[config.mk]
export PLATFORM = sky130hd
export DESIGN_NAME = debug_link_ctrl_status_regs
export DESIGN_NICKNAME = d
export VERILOG_FILES = /design/src/debug_link_ctrl_status_regs.v
export VERILOG_INCLUDE_DIRS = /design/src
export SDC_FILE = /design/constraint.sdc
export NUM_CORES = 1
export LEC_CHECK = 0
export BUFFER_PORTS_ARGS = -buffer_cell sky130_fd_sc_hd__buf_2
export CORE_ASPECT_RATIO = 1.5
export CORE_UTILIZATION = 40
export DETAILED_ROUTE_END_ITERATION = 6
export SLEW_MARGIN = 20
export SYNTH_ARGS = -nofsm -noshare
export SYNTH_HDL_FRONTEND = slang
export SYNTH_SLANG_ARGS = --single-unit
[constraint.sdc]
create_clock -name ref_clk -period 4.5 [get_ports ref_clk]
set_clock_uncertainty 0.1 [all_clocks]
set_input_delay 0.675 -clock ref_clk [delete_from_list [all_inputs] [get_ports ref_clk]]
set_output_delay 0.675 -clock ref_clk [all_outputs]
set_load 0.005 [all_outputs]
[src/debug_link_defs.vh]
// constants for the debug link control and status registers
`ifndef DEBUG_LINK_DEFS_VH
`define DEBUG_LINK_DEFS_VH
// ==================================================
// register offsets
`define OFS_ERROR_STATUS   4'h1
`define OFS_LINK_CONTROL_A 4'h2
`define OFS_LINK_CONTROL_B 4'h3
`define OFS_KEY_STATUS     4'h7
`define OFS_SYS_RESET_REQ  4'h8
`define OFS_LINK_CLOCK_CTL 4'h9
`define OFS_SYSTEM_CONTROL 4'ha
// ==================================================
// field positions
`define BIT_INTER_BYTE_GAP 7
`define BIT_PARITY_OFF     5
`define BIT_TIMEOUT_OFF    4
`define BIT_REPLY_SIG_OFF  3
`define GUARD_SEL_MSB      2
`define BIT_NACK_OFF       4
`define BIT_COLLISION_OFF  3
`define BIT_INTERFACE_OFF  2
`define BIT_USER_ROW_KEY   5
`define BIT_NVM_KEY        4
`define BIT_ERASE_KEY      3
`define BIT_USER_ROW_DONE  1
`define BIT_SYSCLK_HOLD    0
// ==================================================
// reset values and codes
`define RST_CONTROL_A      8'h00
`define RST_CONTROL_B      8'h00
`define RST_CLOCK_DIV      2'h3
`define RESET_SIGNATURE    8'h59
`define RESET_RUN          8'h00
`define ERR_NONE           3'h0
`define ERR_PARITY         3'h1
`define ERR_FRAME          3'h2
`define ERR_TIMEOUT        3'h3
`define ERR_CLOCK_RECOVERY 3'h4
`define ERR_BUS            3'h6
`define ERR_CONTENTION     3'h7
`define GUARD_RESERVED     3'h7
`define GUARD_MAX_CYCLES   8'h80
// ==================================================
// timing
`define TIMEOUT_LINK_CYCLES 65536
`define GAP_IDLE_BITS       2
`endif

[src/debug_link_ctrl_status_regs.v]
// control and status registers of the single-wire debug link
// Behaviour
// - any link error loads code; read clears
// - codes 1 parity, 2 stop, 4 start
// - codes 3 timeout, 6 bus, 7 contention
// - gap enable inserts two idle bits in multi-byte loads
// - parity off ignores parity errors
// - timeout after 65536 link cycles unless off
// - reply signature off suppresses signatures
// - guard time 128 down to 2 cycles
// - nack off suppresses nack after reset
// - collision off disables contention detection
// - interface off resets config and keys
// - user row key set; write ends session
// - nvm key set; cleared when programming starts
// - erase key cleared by reset request
// - 0x59 holds system reset, else release
// - system reset leaves link logic alone
// - divider selects 32/16/8/4 MHz, default 4
// - user row done commits, only with key
// - sysclk hold requests clock, default set
`include "debug_link_defs.vh"
`timescale 1ns/1ps
`default_nettype none

module debug_link_ctrl_status_regs #(
	parameter integer BASE_DIV       = 3,
	parameter integer TICKS_PER_BIT  = 1,
	parameter integer TIMEOUT_CYCLES = `TIMEOUT_LINK_CYCLES,
	parameter integer DATA_W         = 8
) (
	input  wire              ref_clk,
	input  wire              resetn,
	input  wire              regAccess,
	input  wire              regWrite,
	input  wire [3:0]        regAddr,
	input  wire [7:0]        regWrData,
	output reg  [7:0]        regRdData,
	output reg               regRdValid,
	input  wire              parityFault,
	input  wire              stopFault,
	input  wire              startFault,
	input  wire              busFault,
	input  wire              contentionSeen,
	input  wire              accWaiting,
	input  wire              accResponse,
	output reg               accTimeout,
	input  wire              userRowKeyHit,
	input  wire              nvmKeyHit,
	input  wire              eraseKeyHit,
	input  wire              nvmProgStarted,
	input  wire              loadStoreBusy,
	input  wire              multiByteLoad,
	input  wire              rxToTx,
	input  wire [DATA_W-1:0] txData,
	input  wire              txValid,
	output wire              txReady,
	output wire [DATA_W-1:0] outData,
	output wire              outValid,
	input  wire              outReady,
	output wire              linkTick,
	output wire              parityCheckOn,
	output wire              collisionCheckOn,
	output wire              replySignatureOn,
	output reg               nackRequest,
	output wire              interfaceDown,
	output wire              sysclkRequest,
	output wire              sysResetOut,
	output reg               userRowCommit,
	output reg               userRowSessionEnd
);

	// ==================================================
	// register decode
	function isWrite;
		input [3:0] ofs;
		begin
			isWrite = regAccess && regWrite && (regAddr == ofs);
		end
	endfunction

	reg  [7:0] controlA;
	reg  [2:0] controlB;
	reg  [2:0] keys;
	reg  [7:0] systemResetWord;
	reg  [1:0] linkClockDiv;
	reg        sysclkHold;
	reg  [2:0] linkErrorCode;
	wire       offNow = controlB[`BIT_INTERFACE_OFF - 2];

	// ==================================================
	// configuration registers
	// resetn and interface off both load their reset values, but interface off keeps its own bit set until a write clears it
	always @(posedge ref_clk or negedge resetn) begin
		if (!resetn) begin
			controlA        <= `RST_CONTROL_A;
			controlB        <= 3'h0;
			linkClockDiv    <= `RST_CLOCK_DIV;
			sysclkHold      <= 1'b1;
			systemResetWord <= `RESET_RUN;
		end else if (offNow) begin
			controlA        <= `RST_CONTROL_A;
			controlB        <= {2'h0, !(isWrite(`OFS_LINK_CONTROL_B) &&
				!regWrData[`BIT_INTERFACE_OFF])};
			linkClockDiv    <= `RST_CLOCK_DIV;
			sysclkHold      <= 1'b1;
			systemResetWord <= `RESET_RUN;
		end else begin
			if (isWrite(`OFS_LINK_CONTROL_A))
				controlA <= regWrData & 8'hbf;
			if (isWrite(`OFS_LINK_CONTROL_B))
				controlB <= regWrData[`BIT_NACK_OFF:`BIT_INTERFACE_OFF];
			if (isWrite(`OFS_LINK_CLOCK_CTL))
				linkClockDiv <= regWrData[1:0];
			if (isWrite(`OFS_SYSTEM_CONTROL))
				sysclkHold <= regWrData[`BIT_SYSCLK_HOLD];
			if (isWrite(`OFS_SYS_RESET_REQ))
				systemResetWord <= regWrData;
		end
	end

	assign sysResetOut      = (systemResetWord == `RESET_SIGNATURE);
	assign interfaceDown    = offNow;
	assign sysclkRequest    = sysclkHold && !offNow;
	assign parityCheckOn    = !offNow && !controlA[`BIT_PARITY_OFF];
	assign collisionCheckOn = !offNow && !controlB[`BIT_COLLISION_OFF - 2];
	assign replySignatureOn = !offNow && !controlA[`BIT_REPLY_SIG_OFF];

	// ==================================================
	// key status and system control strobes
	wire eraseClear = isWrite(`OFS_SYS_RESET_REQ) && (regWrData == `RESET_SIGNATURE);
	wire rowEnd     = isWrite(`OFS_KEY_STATUS) && regWrData[`BIT_USER_ROW_KEY];
	always @(posedge ref_clk or negedge resetn) begin
		if (!resetn) begin
			keys              <= 3'h0;
			userRowCommit     <= 1'b0;
			userRowSessionEnd <= 1'b0;
		end else if (offNow) begin
			keys              <= 3'h0;
			userRowCommit     <= 1'b0;
			userRowSessionEnd <= 1'b0;
		end else begin
			keys[2] <= userRowKeyHit || (keys[2] && !rowEnd);
			userRowSessionEnd <= rowEnd;
			keys[1] <= nvmKeyHit || (keys[1] && !nvmProgStarted);
			keys[0] <= eraseKeyHit || (keys[0] && !eraseClear);
			userRowCommit <= isWrite(`OFS_SYSTEM_CONTROL) &&
				regWrData[`BIT_USER_ROW_DONE] && keys[2];
		end
	end

	// ==================================================
	// link clock enable
	reg  [7:0] divCount;
	wire [7:0] divLimit = (BASE_DIV[7:0] << linkClockDiv) - 8'h01;
	assign linkTick = !offNow && (divCount >= divLimit);
	always @(posedge ref_clk or negedge resetn) begin
		if (!resetn)
			divCount <= 8'h00;
		else if (offNow || linkTick)
			divCount <= 8'h00;
		else
			divCount <= divCount + 8'h01;
	end

	// ==================================================
	// access layer time-out
	reg [16:0] waitCount;
	wire timeoutHit = accWaiting && !accResponse && linkTick &&
		(waitCount == TIMEOUT_CYCLES[16:0] - 17'h1);
	always @(posedge ref_clk or negedge resetn) begin
		if (!resetn) begin
			waitCount  <= 17'h0;
			accTimeout <= 1'b0;
		end else begin
			accTimeout <= timeoutHit && !controlA[`BIT_TIMEOUT_OFF];
			if (!accWaiting || accResponse || offNow || timeoutHit)
				waitCount <= 17'h0;
			else if (linkTick)
				waitCount <= waitCount + 17'h1;
		end
	end

	// ==================================================
	// error code capture
	reg [2:0] next_code;
	always @* begin
		next_code = `ERR_NONE;
		if (contentionSeen && collisionCheckOn)
			next_code = `ERR_CONTENTION;
		else if (busFault)
			next_code = `ERR_BUS;
		else if (accTimeout)
			next_code = `ERR_TIMEOUT;
		else if (startFault)
			next_code = `ERR_CLOCK_RECOVERY;
		else if (stopFault)
			next_code = `ERR_FRAME;
		else if (parityFault && parityCheckOn)
			next_code = `ERR_PARITY;
	end
	wire codeRead = regAccess && !regWrite && (regAddr == `OFS_ERROR_STATUS);
	always @(posedge ref_clk or negedge resetn) begin
		if (!resetn)
			linkErrorCode <= `ERR_NONE;
		else if (offNow)
			linkErrorCode <= `ERR_NONE;
		else if (next_code != `ERR_NONE)
			linkErrorCode <= next_code;
		else if (codeRead)
			linkErrorCode <= `ERR_NONE;
	end

	// ==================================================
	// read port
	reg [7:0] next_rd;
	always @* begin
		next_rd = 8'h00;
		case (regAddr)
			`OFS_ERROR_STATUS:   next_rd = {5'h00, linkErrorCode};
			`OFS_LINK_CONTROL_A: next_rd = controlA;
			`OFS_LINK_CONTROL_B: next_rd = {3'h0, controlB, 2'h0};
			`OFS_KEY_STATUS:     next_rd = {2'h0, keys, 3'h0};
			`OFS_SYS_RESET_REQ:  next_rd = systemResetWord;
			`OFS_LINK_CLOCK_CTL: next_rd = {6'h00, linkClockDiv};
			`OFS_SYSTEM_CONTROL: next_rd = {7'h00, sysclkHold};
			default:             next_rd = 8'h00;
		endcase
	end
	always @(posedge ref_clk or negedge resetn) begin
		if (!resetn) begin
			regRdData  <= 8'h00;
			regRdValid <= 1'b0;
		end else begin
			regRdValid <= regAccess && !regWrite;
			if (regAccess && !regWrite)
				regRdData <= next_rd;
		end
	end

	// ==================================================
	// nack after system reset during a transfer
	reg resetSeen;
	always @(posedge ref_clk or negedge resetn) begin
		if (!resetn) begin
			resetSeen   <= 1'b0;
			nackRequest <= 1'b0;
		end else begin
			resetSeen   <= sysResetOut;
			nackRequest <= sysResetOut && !resetSeen && loadStoreBusy &&
				!controlB[`BIT_NACK_OFF - 2] && !offNow;
		end
	end

	// ==================================================
	// two-entry transmit buffer
	reg [DATA_W-1:0] slot [0:1];
	reg              wrPtr;
	reg              rdPtr;
	reg  [1:0]       fill;
	wire             pushOk = txValid && txReady;
	wire             popOk  = outValid && outReady;
	// back-pressure reaches the source when both slots are taken
	assign txReady = !offNow && (fill != 2'h2);
	always @(posedge ref_clk or negedge resetn) begin
		if (!resetn) begin
			wrPtr <= 1'b0;
			rdPtr <= 1'b0;
			fill  <= 2'h0;
		end else if (offNow) begin
			wrPtr <= 1'b0;
			rdPtr <= 1'b0;
			fill  <= 2'h0;
		end else begin
			if (pushOk)
				wrPtr <= !wrPtr;
			if (popOk)
				rdPtr <= !rdPtr;
			fill <= fill + {1'b0, pushOk} - {1'b0, popOk};
		end
	end
	always @(posedge ref_clk) begin
		if (pushOk)
			slot[wrPtr] <= txData;
	end
	assign outData = slot[rdPtr];

	// ==================================================
	// guard time and inter-byte gap, counted in link ticks
	reg  [7:0]  guardCount;
	reg  [15:0] gapCount;
	localparam integer GAP_TICKS = `GAP_IDLE_BITS * TICKS_PER_BIT;
	wire [2:0]  guardSel = controlA[`GUARD_SEL_MSB:0];
	// reserved code falls back to the longest guard
	wire [7:0]  guardLoad = (guardSel == `GUARD_RESERVED) ? `GUARD_MAX_CYCLES :
		(`GUARD_MAX_CYCLES >> guardSel);
	assign outValid = (fill != 2'h0) && (guardCount == 8'h00) && (gapCount == 16'h0);
	always @(posedge ref_clk or negedge resetn) begin
		if (!resetn) begin
			guardCount <= 8'h00;
			gapCount   <= 16'h0;
		end else if (offNow) begin
			guardCount <= 8'h00;
			gapCount   <= 16'h0;
		end else begin
			if (rxToTx)
				guardCount <= guardLoad;
			else if (linkTick && guardCount != 8'h00)
				guardCount <= guardCount - 8'h01;
			if (popOk && multiByteLoad && controlA[`BIT_INTER_BYTE_GAP])
				gapCount <= GAP_TICKS[15:0];
			else if (linkTick && gapCount != 16'h0)
				gapCount <= gapCount - 16'h1;
		end
	end
endmodule // debug_link_ctrl_status_regs
`default_nettype wire

==> flow_metrics.py, run 1 <==
metrics = {
    "detailed_routing": {
        "route.detailed.drc": 0,
        "routed_wirelength_um": 12810,
        "number_of_design_rule_violations_left_by_the_first_detailed_router_iteration": 185,
        "first_pass_iters": 4,
        "drtAntennaViolNets": 0,
        "dr_total_vias": 4401,
        "wl_per_cell_um": 15.89,
        "post_drt_via_cell_ratio": 5.460,
    },
    "synth": {
        "ys_async_rst_share": 0.8545,
        "mappedNetlistArea_um2": 5665,
        "dominantRegCellSynth": "sky130_fd_sc_hd__dfrtp_1",
        "count_of_warnings_emitted_by_yosys": 0,
        "count_of_flip_flops_with_a_built_in_enable_after_synthesis": 16,
        "synth_cells": 574,
        "synth_cell_types": 59,
        "flip_flop_and_latch_count_after_synthesis": 110,
        "synthesis.area_per_instance_um2": 9.870,
        "synth_sequential_area_ratio": 0.5007,
    },
    "placement": {
        "preCtsSetupSlack_ns": 1.061,
        "dp_hpwl_um": 9423,
        "globalplace.congestion": 0.8302,
        "port_buffers": 69,
        "postPlaceCellArea_um2": 6160,
        "post-place-cells": 790,
    },
    "finish": {
        "final-instance-count-excl-fill": 806,
        "finish.net_count": 698,
        "design_area_um2": 6452,
        "n_antenna_cell": 0,
        "drive_gt1_frac": 0.1894,
        "layout_commonest_cell": "sky130_fd_sc_hd__dfrtp_1",
        "synthToLayoutAreaGrowth_pct": 13.89,
        "layout.cells.most_common_list": "91 x sky130_fd_sc_hd__dfrtp_1, 77 x sky130_fd_sc_hd__nor2_1, 68 x sky130_fd_sc_hd__buf_2, 56 x sky130_fd_sc_hd__nand2_1, 24 x sky130_fd_sc_hd__inv_1",
        "fin_util": 0.4723,
    },
    "floorplanning": {
        "die-area_um2": 14650,
        "die-width_um": 99.17,
        "chipHeight_um": 147.8,
        "row_count": 52,
        "core_area_um2": 13660,
        "floorplan.io_pins": 70,
        "floorplan.initialDensity": 0.4147,
    },
    "worst_hold_path": {
        "worst_hold_path_type": "in2async",
    },
    "status": {
        "outcome": "finished clean",
    },
    "power": {
        "static-leakage-power_nw": 2.811,
        "finalPower_mw": 2.293,
        "peakVddDrop_v": 0.0002148,
        "power-per-cell-area_nw_per_um2": 355.4,
    },
    "global_routing": {
        "gr-usage-all-layers": 0.1844,
        "grt_start_max_net_pins": 69,
        "grt_pass1_vias": 4361,
        "grt_first_pass_wirelength_um": 21350,
        "grt_antenna_before_repair": 0,
        "gr-total-overflow": 0,
    },
    "critical_path": {
        "worst-endpoint-required_ns": 3.72,
        "reg2reg_depth": 10,
        "endpoint_kind": "output port",
        "timing.setup.critical_path_class": "reg2out",
        "worst-r2r-setup-slack_ns": 1.00,
        "critPathArrivalTime_ns": 2.90,
        "critPathLaunchType": "flop",
        "worstPathMaxFanout": 12,
    },
    "sta": {
        "slew-limit-headroom": 0.3801,
        "worstMarginPinSlew_ns": 0.9214,
        "timing_hold_violations_final": 0,
        "finalSetupTns_ns": 0,
        "report.final.setup_viol": 0,
        "final_worst_path_period_need_ns": 3.673,
        "final.period_utilization": 0.8162,
        "hold_slack_ns": 0.3507,
        "timing_max_transition_violations_final": 0,
        "rsz0062_at_grt": "no",
        "max_freq_mhz": 272.3,
        "layout_setup_ws_ns": 0.8272,
    },
    "clock_tree": {
        "cts_tree": "built",
        "clock_tree.buffer_depth": 2,
        "cts_setup_buffers": 0,
        "clock_tree.htree_level_count": 3,
        "clock-sinks": 110,
        "insertion_delay_ns": 0.35,
        "clock_tree.root_cell": "sky130_fd_sc_hd__clkbuf_16",
        "ctsResizeCount": 0,
        "clk_pin_slew_worst_paths_ns": 0.07,
        "post_cts_hold_buffer_count": 0,
        "tritoncts.num_buffers": 9,
    },
    "job": {
        "drv_cap": 0,
    },
}
==> where the power goes <==
part	switching, mW	total (mW)	internal, mW
clock	0.346	0.792	0.446
combinational	0.238	0.379	0.141
sequential	0.0492	1.12	1.07
total	0.633	2.29	1.66
==> layout make-up <==
cell class | instances | area, um2
Tap cell | 162 | 202.7
Clock inverter | 4 | 46.29
Inverter | 24 | 90.09
Sequential cell | 110 | 2836
Fill cell | 1299 | 7211
Timing Repair Buffer | 74 | 385.4
Multi-Input combinational cell | 420 | 2645
Clock buffer | 12 | 246.5
==> per-layer routing <==
layer / track usage / routed length [um] / vias to the layer above
li1: - / - / 2138
met1: 0.2207 / 5438 / 2145
met2: 0.3297 / 6663 / 102
met3: 0.03168 / 433 / 16
met4: 0.06838 / 274 / 0
met5: 0 / 0 / -
==> synthesized netlist by cell type, drive strengths merged (3+ instances only) <==
library cell	count	area, um2
o21ai	18	90.08
a31o	4	43.80
buf	6	41.29
and2	3	18.77
a22oi	3	22.52
nor3	22	115.1
xnor2	22	192.7
mux2i	13	130.1
inv	24	90.09
edfxtp	16	480.5
dfrtp	91	2277
xor2	17	148.9
a31oi	3	18.77
or2	3	18.77
ha	19	237.7
o31ai	6	45.04
nor2b	6	37.54
a21oi	23	118.9
or4	3	26.27
dfstp	3	78.83
o211ai	4	30.03
nor4	11	83.83
nand2b	8	50.05
nor2	87	351.6
clkbuf	16	60.06
and3	8	50.05
or3	8	50.05
nand3	20	100.1
a221oi	3	26.28
mux2	9	101.4
nand4	10	62.56
nand2	56	210.2
==> registers in the layout (all words and copies together), names as in the netlist, 2 cells and up, named ones only <==
signal           count
regRdData            8
linkErrorCode        3
waitCount           17
fill                 2
divCount             8
gapCount            16
guardCount           8
controlA             7
linkClockDiv         2
keys                 3
slot                16
controlB             2
systemResetWord      8
==> path summary, 6_finish.rpt <==
check,start,endpoint
max reg2reg,linkClockDiv[0],gapCount[1]
min in group ref_clk,regRdData[4],regRdData[4]
max,linkClockDiv[0],linkTick
min,resetn,waitCount[9]
max in group asynchronous,resetn,linkClockDiv[1]
min reg2reg,regRdData[4],regRdData[4]
==> logic make-up (layout without fill, tap and decap cells) <==
group | Yosys count | in the layout | share of synthesized area
flip-flops | 110 | 110 | 0.5007
multiplexers | 22 | 22 | 0.04086
adder cells (fa/ha/maj) | 19 | 19 | 0.04196
AO/OA/AOI/OAI | 81 | 81 | 0.09563
AND/OR/NAND/NOR | 256 | 256 | 0.2262
other | 1 | 3 | 0.0006619
XOR/XNOR | 39 | 39 | 0.06029
buffers and inverters | 46 | 114 | 0.03379
==> worst max-delay path, cell delays in order (launching register included) <==
cell and delay, ns:
sky130_fd_sc_hd__dfstp_2 0.56, sky130_fd_sc_hd__inv_1 0.08, sky130_fd_sc_hd__ha_1 0.21, sky130_fd_sc_hd__inv_1 0.06
sky130_fd_sc_hd__ha_1 0.22, sky130_fd_sc_hd__nand2b_1 0.14, sky130_fd_sc_hd__a2111oi_0 0.75, sky130_fd_sc_hd__o32ai_1 0.19
sky130_fd_sc_hd__buf_4 0.22, sky130_fd_sc_hd__buf_2 0.14
(Power assumes the default switching activity.)
==> inputs of run 2 (changes only) <==
Clock period 4.5 ns to 3.8 ns, I/O delays scaled along.
==> run 2 against run 1 <==
Worst hold slack got worse by 0.25 ns. Via count rose by 0.77%. Total power rose by 16%. Non-clock buffer count is 7 higher. Critical endpoint unchanged. Largest power group unchanged.
==> flow_metrics.py, run 2 (synthesized netlist as in run 1, its figures left out) <==
metrics = {
    "status": {
        "outcome": "finished clean",
    },
    "detailed_routing": {
        "post_drt_via_cell_ratio": 5.462,
        "wl_per_cell_um": 16.05,
        "dr_total_vias": 4435,
        "routed_wirelength_um": 13030,
        "drtAntennaViolNets": 0,
        "first_pass_iters": 4,
        "number_of_design_rule_violations_left_by_the_first_detailed_router_iteration": 148,
        "route.detailed.drc": 0,
    },
    "power": {
        "static-leakage-power_nw": 2.830,
        "finalPower_mw": 2.655,
        "peakVddDrop_v": 0.0002313,
        "power-per-cell-area_nw_per_um2": 409.8,
    },
    "finish": {
        "n_antenna_cell": 0,
        "seqCellArea_um2": 2836,
        "layout_top_registers": "waitCount (17), gapCount (16), slot (16)",
        "synthToLayoutAreaGrowth_pct": 14.36,
        "drive_gt1_frac": 0.1985,
        "final-instance-count-excl-fill": 812,
        "multi_input_area_um2": 2645,
        "layout.filler_cells": 1330,
        "layout.cells.most_common_list": "91 x sky130_fd_sc_hd__dfrtp_1, 77 x sky130_fd_sc_hd__nor2_1, 68 x sky130_fd_sc_hd__buf_2, 56 x sky130_fd_sc_hd__nand2_1, 24 x sky130_fd_sc_hd__inv_1",
        "largest_register_ff_count": 17,
        "design_area_um2": 6479,
        "layout_commonest_cell": "sky130_fd_sc_hd__dfrtp_1",
        "largest-register": "waitCount",
        "finish.net_count": 705,
        "fin_util": 0.4742,
    },
    "critical_path": {
        "worst-r2r-setup-slack_ns": 0.67,
        "endpoint_kind": "output port",
        "reg2reg_to": "guardCount[7]",
        "worstReg2RegStart": "linkClockDiv[1]",
        "timing.setup.critical_path_class": "reg2out",
        "critPathLaunchType": "flop",
        "critPathArrivalTime_ns": 2.62,
        "worstPathMaxFanout": 4,
        "crit_end": "linkTick",
        "worst-endpoint-required_ns": 3.13,
        "critPathLaunch": "linkClockDiv[1]",
        "reg2reg_depth": 12,
    },
    "placement": {
        "port_buffers": 69,
        "dp_hpwl_um": 9880,
        "post-place-cells": 797,
        "globalplace.congestion": 0.8702,
        "postPlaceCellArea_um2": 6212,
        "preCtsSetupSlack_ns": 0.6575,
    },
    "job": {
        "drv_cap": 0,
    },
    "sta": {
        "rsz0062_at_grt": "no",
        "report.final.setup_viol": 0,
        "layout_setup_ws_ns": 0.5082,
        "worstMarginPinSlew_ns": 1.005,
        "finalSetupTns_ns": 0,
        "timing_max_transition_violations_final": 0,
        "timing_hold_violations_final": 0,
        "slew-limit-headroom": 0.3238,
        "final_worst_path_period_need_ns": 3.292,
        "hold_slack_ns": 0.1027,
        "max_freq_mhz": 303.8,
        "final.period_utilization": 0.8663,
    },
    "floorplanning": {
        "core_area_um2": 13660,
        "die-width_um": 99.17,
        "floorplan.initialDensity": 0.4147,
        "row_count": 52,
        "floorplan.io_pins": 70,
        "die-area_um2": 14650,
        "chipHeight_um": 147.8,
    },
    "clock_tree": {
        "clock_tree.htree_level_count": 3,
        "insertion_delay_ns": 0.35,
        "tritoncts.num_buffers": 9,
        "ctsResizeCount": 0,
        "clock_tree.root_cell": "sky130_fd_sc_hd__clkbuf_16",
        "cts_setup_buffers": 0,
        "clock_tree.buffer_depth": 2,
        "clk_pin_slew_worst_paths_ns": 0.07,
        "cts_tree": "built",
        "clock-sinks": 110,
        "post_cts_hold_buffer_count": 0,
    },
    "global_routing": {
        "grt_pass1_vias": 4581,
        "grt_antenna_before_repair": 0,
        "grt_start_max_net_pins": 44,
        "gr-usage-all-layers": 0.1922,
        "gr-total-overflow": 0,
        "grt_first_pass_wirelength_um": 22110,
    },
    "worst_hold_path": {
        "worst_hold_path_type": "in2async",
    },
}
run 2: how the worst min path moves through the flow:
stage / to / depth (start not counted)
3_5_place_dp: regRdData[3] / 2
2_1_floorplan: async pin / 0
4_1_cts: waitCount[10] / 1
6_report: waitCount[8] / 1
3_3_place_gp: regRdData[0] / 1
5_1_grt: waitCount[8] / 1
run 2: critical path, stage by stage, from the launching register on:
cell and delay, ns:
sky130_fd_sc_hd__dfstp_2 0.57, sky130_fd_sc_hd__inv_1 0.09, sky130_fd_sc_hd__ha_1 0.29, sky130_fd_sc_hd__xnor2_1 0.20
sky130_fd_sc_hd__ha_1 0.20, sky130_fd_sc_hd__a2111oi_0 0.07, sky130_fd_sc_hd__buf_4 0.16, sky130_fd_sc_hd__o32ai_1 0.49
sky130_fd_sc_hd__buf_2 0.21
run 2: cell type report:
| type | instances | area share |
|---|---|---|
| clock buffer | 11 | 0.03747 |
| clock inverter | 4 | 0.003669 |
| inverter | 24 | 0.01390 |
| multi-input combinational | 420 | 0.4083 |
| sequential | 110 | 0.4378 |
| tap | 162 | 0.03129 |
| timing repair buffer | 81 | 0.06759 |
run 2: power breakdown:
group / internal, mW / total [mW] / leakage [nW] / switching (mW)
Clock: 0.457 / 0.863 / 0.135 / 0.406
Sequential: 1.27 / 1.33 / 1.43 / 0.0640
Combinational: 0.179 / 0.457 / 1.26 / 0.278
Total: 1.91 / 2.65 / 2.83 / 0.749
run 2: layer usage:
metal	share of wire	GRT usage	vias to the layer above
met1	0.41	0.2301	2146
met2	0.53	0.3423	113
li1	-	-	2158
met5	0	0	-
met4	0.022	0.08015	0
met3	0.037	0.02931	18
==> inputs of run 3 (changes only) <==
==> constraint.sdc (replaced) <==
create_clock -name ref_clk -period 3.8 [get_ports ref_clk]
set_clock_uncertainty 0.1 [all_clocks]
set_input_delay 0.76 -clock ref_clk [delete_from_list [all_inputs] [get_ports ref_clk]]
set_output_delay 0.76 -clock ref_clk [all_outputs]
set_load 0.005 [all_outputs]
==> run 3 against run 2 <==
Register-to-register slack gained 0.03 ns. Core utilization grew 0.29 points. Global-route usage is essentially flat. Worst hold slack gained 0.27 ns. Fmax shrank 2.8%. Critical path depth grew 1. Final cell count grew 0.25%. Clock-buffer cell count shrank 1. Clock power grew 10%. Largest cell class unchanged. Highest routed layer unchanged.
==> flow_metrics.py, run 3 (synthesized netlist as in run 1, its figures left out) <==
metrics = {
    "worst_hold_path": {
        "worst_hold_path_type": "in2async",
    },
    "finish": {
        "layout.cells.most_common_list": "91 x sky130_fd_sc_hd__dfrtp_1, 77 x sky130_fd_sc_hd__nor2_1, 68 x sky130_fd_sc_hd__buf_2, 56 x sky130_fd_sc_hd__nand2_1, 24 x sky130_fd_sc_hd__inv_1",
        "layout_top_registers": "waitCount (17), gapCount (16), slot (16)",
        "largest-register": "waitCount",
        "finish.net_count": 706,
        "n_antenna_cell": 0,
        "drive_gt1_frac": 0.2009,
        "final-instance-count-excl-fill": 814,
        "layout_commonest_cell": "sky130_fd_sc_hd__dfrtp_1",
        "largest_register_ff_count": 17,
        "synthToLayoutAreaGrowth_pct": 15.06,
    },
    "placement": {
        "post-place-cells": 798,
        "globalplace.congestion": 0.8628,
        "dp_hpwl_um": 9623,
        "port_buffers": 69,
    },
    "clock_tree": {
        "cts_tree": "built",
        "cts_setup_buffers": 0,
        "clock_tree.htree_level_count": 3,
        "post_cts_hold_buffer_count": 0,
        "insertion_delay_ns": 0.35,
        "clock-sinks": 110,
        "ctsResizeCount": 0,
        "clock_tree.root_cell": "sky130_fd_sc_hd__clkbuf_16",
        "tritoncts.num_buffers": 9,
        "clock_tree.buffer_depth": 2,
        "clk_pin_slew_worst_paths_ns": 0.07,
    },
    "sta": {
        "finalSetupTns_ns": 0,
        "max_freq_mhz": 295.3,
        "timing_hold_violations_final": 0,
        "timing_max_transition_violations_final": 0,
        "worstMarginPinSlew_ns": 0.8949,
        "slew-limit-headroom": 0.3979,
        "final.period_utilization": 0.8912,
        "report.final.setup_viol": 0,
        "final_worst_path_period_need_ns": 3.386,
        "rsz0062_at_grt": "no",
    },
    "detailed_routing": {
        "wl_per_cell_um": 15.97,
        "number_of_design_rule_violations_left_by_the_first_detailed_router_iteration": 162,
        "post_drt_via_cell_ratio": 5.447,
        "route.detailed.drc": 0,
        "routed_wirelength_um": 13000,
        "first_pass_iters": 4,
        "dr_total_vias": 4434,
        "drtAntennaViolNets": 0,
    },
    "floorplanning": {
        "core_area_um2": 13660,
        "die-width_um": 99.17,
        "die-area_um2": 14650,
        "chipHeight_um": 147.8,
        "floorplan.io_pins": 70,
        "floorplan.initialDensity": 0.4147,
        "row_count": 52,
    },
    "critical_path": {
        "crit_chain": "inv_1, ha_1, inv_1, ha_1, nand2b_1, a2111oi_0, buf_4, o32ai_1, buf_2",
        "critPathArrivalTime_ns": 2.53,
        "endpoint_kind": "output port",
        "worst-endpoint-required_ns": 2.94,
        "crit_path_max_incr_delay_ns": 0.56,
        "crit_family": "flip-flops",
        "crit_buf_inv": 4,
        "worstPathMaxFanout": 4,
        "critPathLaunchType": "flop",
        "cpMaxStageDelayCell": "sky130_fd_sc_hd__dfstp_2",
        "timing.setup.critical_path_class": "reg2out",
    },
    "global_routing": {
        "grt_antenna_before_repair": 0,
        "gr-usage-all-layers": 0.1926,
        "grt_pass1_vias": 4642,
        "gr-total-overflow": 0,
        "grt_start_max_net_pins": 61,
        "grt_first_pass_wirelength_um": 22340,
    },
    "status": {
        "outcome": "finished clean",
    },
    "power": {
        "static-leakage-power_nw": 2.848,
        "power-per-cell-area_nw_per_um2": 419.0,
        "peakVddDrop_v": 0.0002249,
    },
    "job": {
        "drv_cap": 0,
    },
}
run 3: report_power, final:
group	internal [mW]	switching (mW)
logic	0.176	0.280
registers	1.27	0.0566
clock network	0.517	0.432
run 3: through the flow:
stage	util	hold slack, ns	setup WS, ns	instance area, um2	power (mW)
3_5_place_dp	0.4552	0.3730	0.7159	6220	1.812
2_1_floorplan	-	0.3302	0.7121	5673	1.639
4_1_cts	0.4771	0.3920	0.3499	6519	2.778
3_3_place_gp	0.4552	0.3588	0.7462	6220	1.798
5_1_grt	0.4771	0.4081	0.2498	6519	2.879
6_report	0.4771	0.3749	0.4136	6519	2.731
run 3: per-layer routing:
layer	vias to the layer above	track usage	share of wire	wire length (um)
met2	97	0.3479	0.53	6951
met1	2153	0.2251	0.41	5302
met4	0	0.08897	0.024	309
met3	21	0.02553	0.033	433
li1	2163	-	-	-
met5	-	0	0	0
run 3: worst reg2reg max path, cell delays in order, from the launching register on:
cell and delay (ns):
sky130_fd_sc_hd__dfstp_2 0.56, sky130_fd_sc_hd__inv_1 0.09, sky130_fd_sc_hd__ha_1 0.29, sky130_fd_sc_hd__xnor2_1 0.13
sky130_fd_sc_hd__ha_1 0.27, sky130_fd_sc_hd__o21a_1 0.10, sky130_fd_sc_hd__nor2_1 0.05, sky130_fd_sc_hd__o31ai_1 0.56
sky130_fd_sc_hd__buf_4 0.29, sky130_fd_sc_hd__a21oi_2 0.08, sky130_fd_sc_hd__buf_4 0.17, sky130_fd_sc_hd__o21ai_0 0.19
sky130_fd_sc_hd__o31ai_1 0.10
run 3: path summary, 6_finish.rpt:
check / slack (ns) / startpoint / end / cells after the start
setup / recovery: 0.41 / linkClockDiv[1] / linkTick / 9
hold / removal: 0.37 / resetn / waitCount[8] / 1
setup reg to reg: 0.70 / linkClockDiv[1] / guardCount[2] / 12
hold reg to reg: 0.38 / regRdData[4] / regRdData[4] / 2
max in group asynchronous: 2.39 / resetn / linkClockDiv[0] / 2
min in group ref_clk: 0.38 / regRdData[4] / regRdData[4] / 2
run 3: layout make-up:
class | count | area (um2)
Fill cell | 1316 | 7144
Sequential cell | 110 | 2836
Multi-Input combinational cell | 420 | 2645
Timing Repair Buffer | 82 | 445.4
Clock buffer | 10 | 229.0
Tap cell | 162 | 202.7
Inverter | 24 | 90.09
Clock inverter | 6 | 70.07
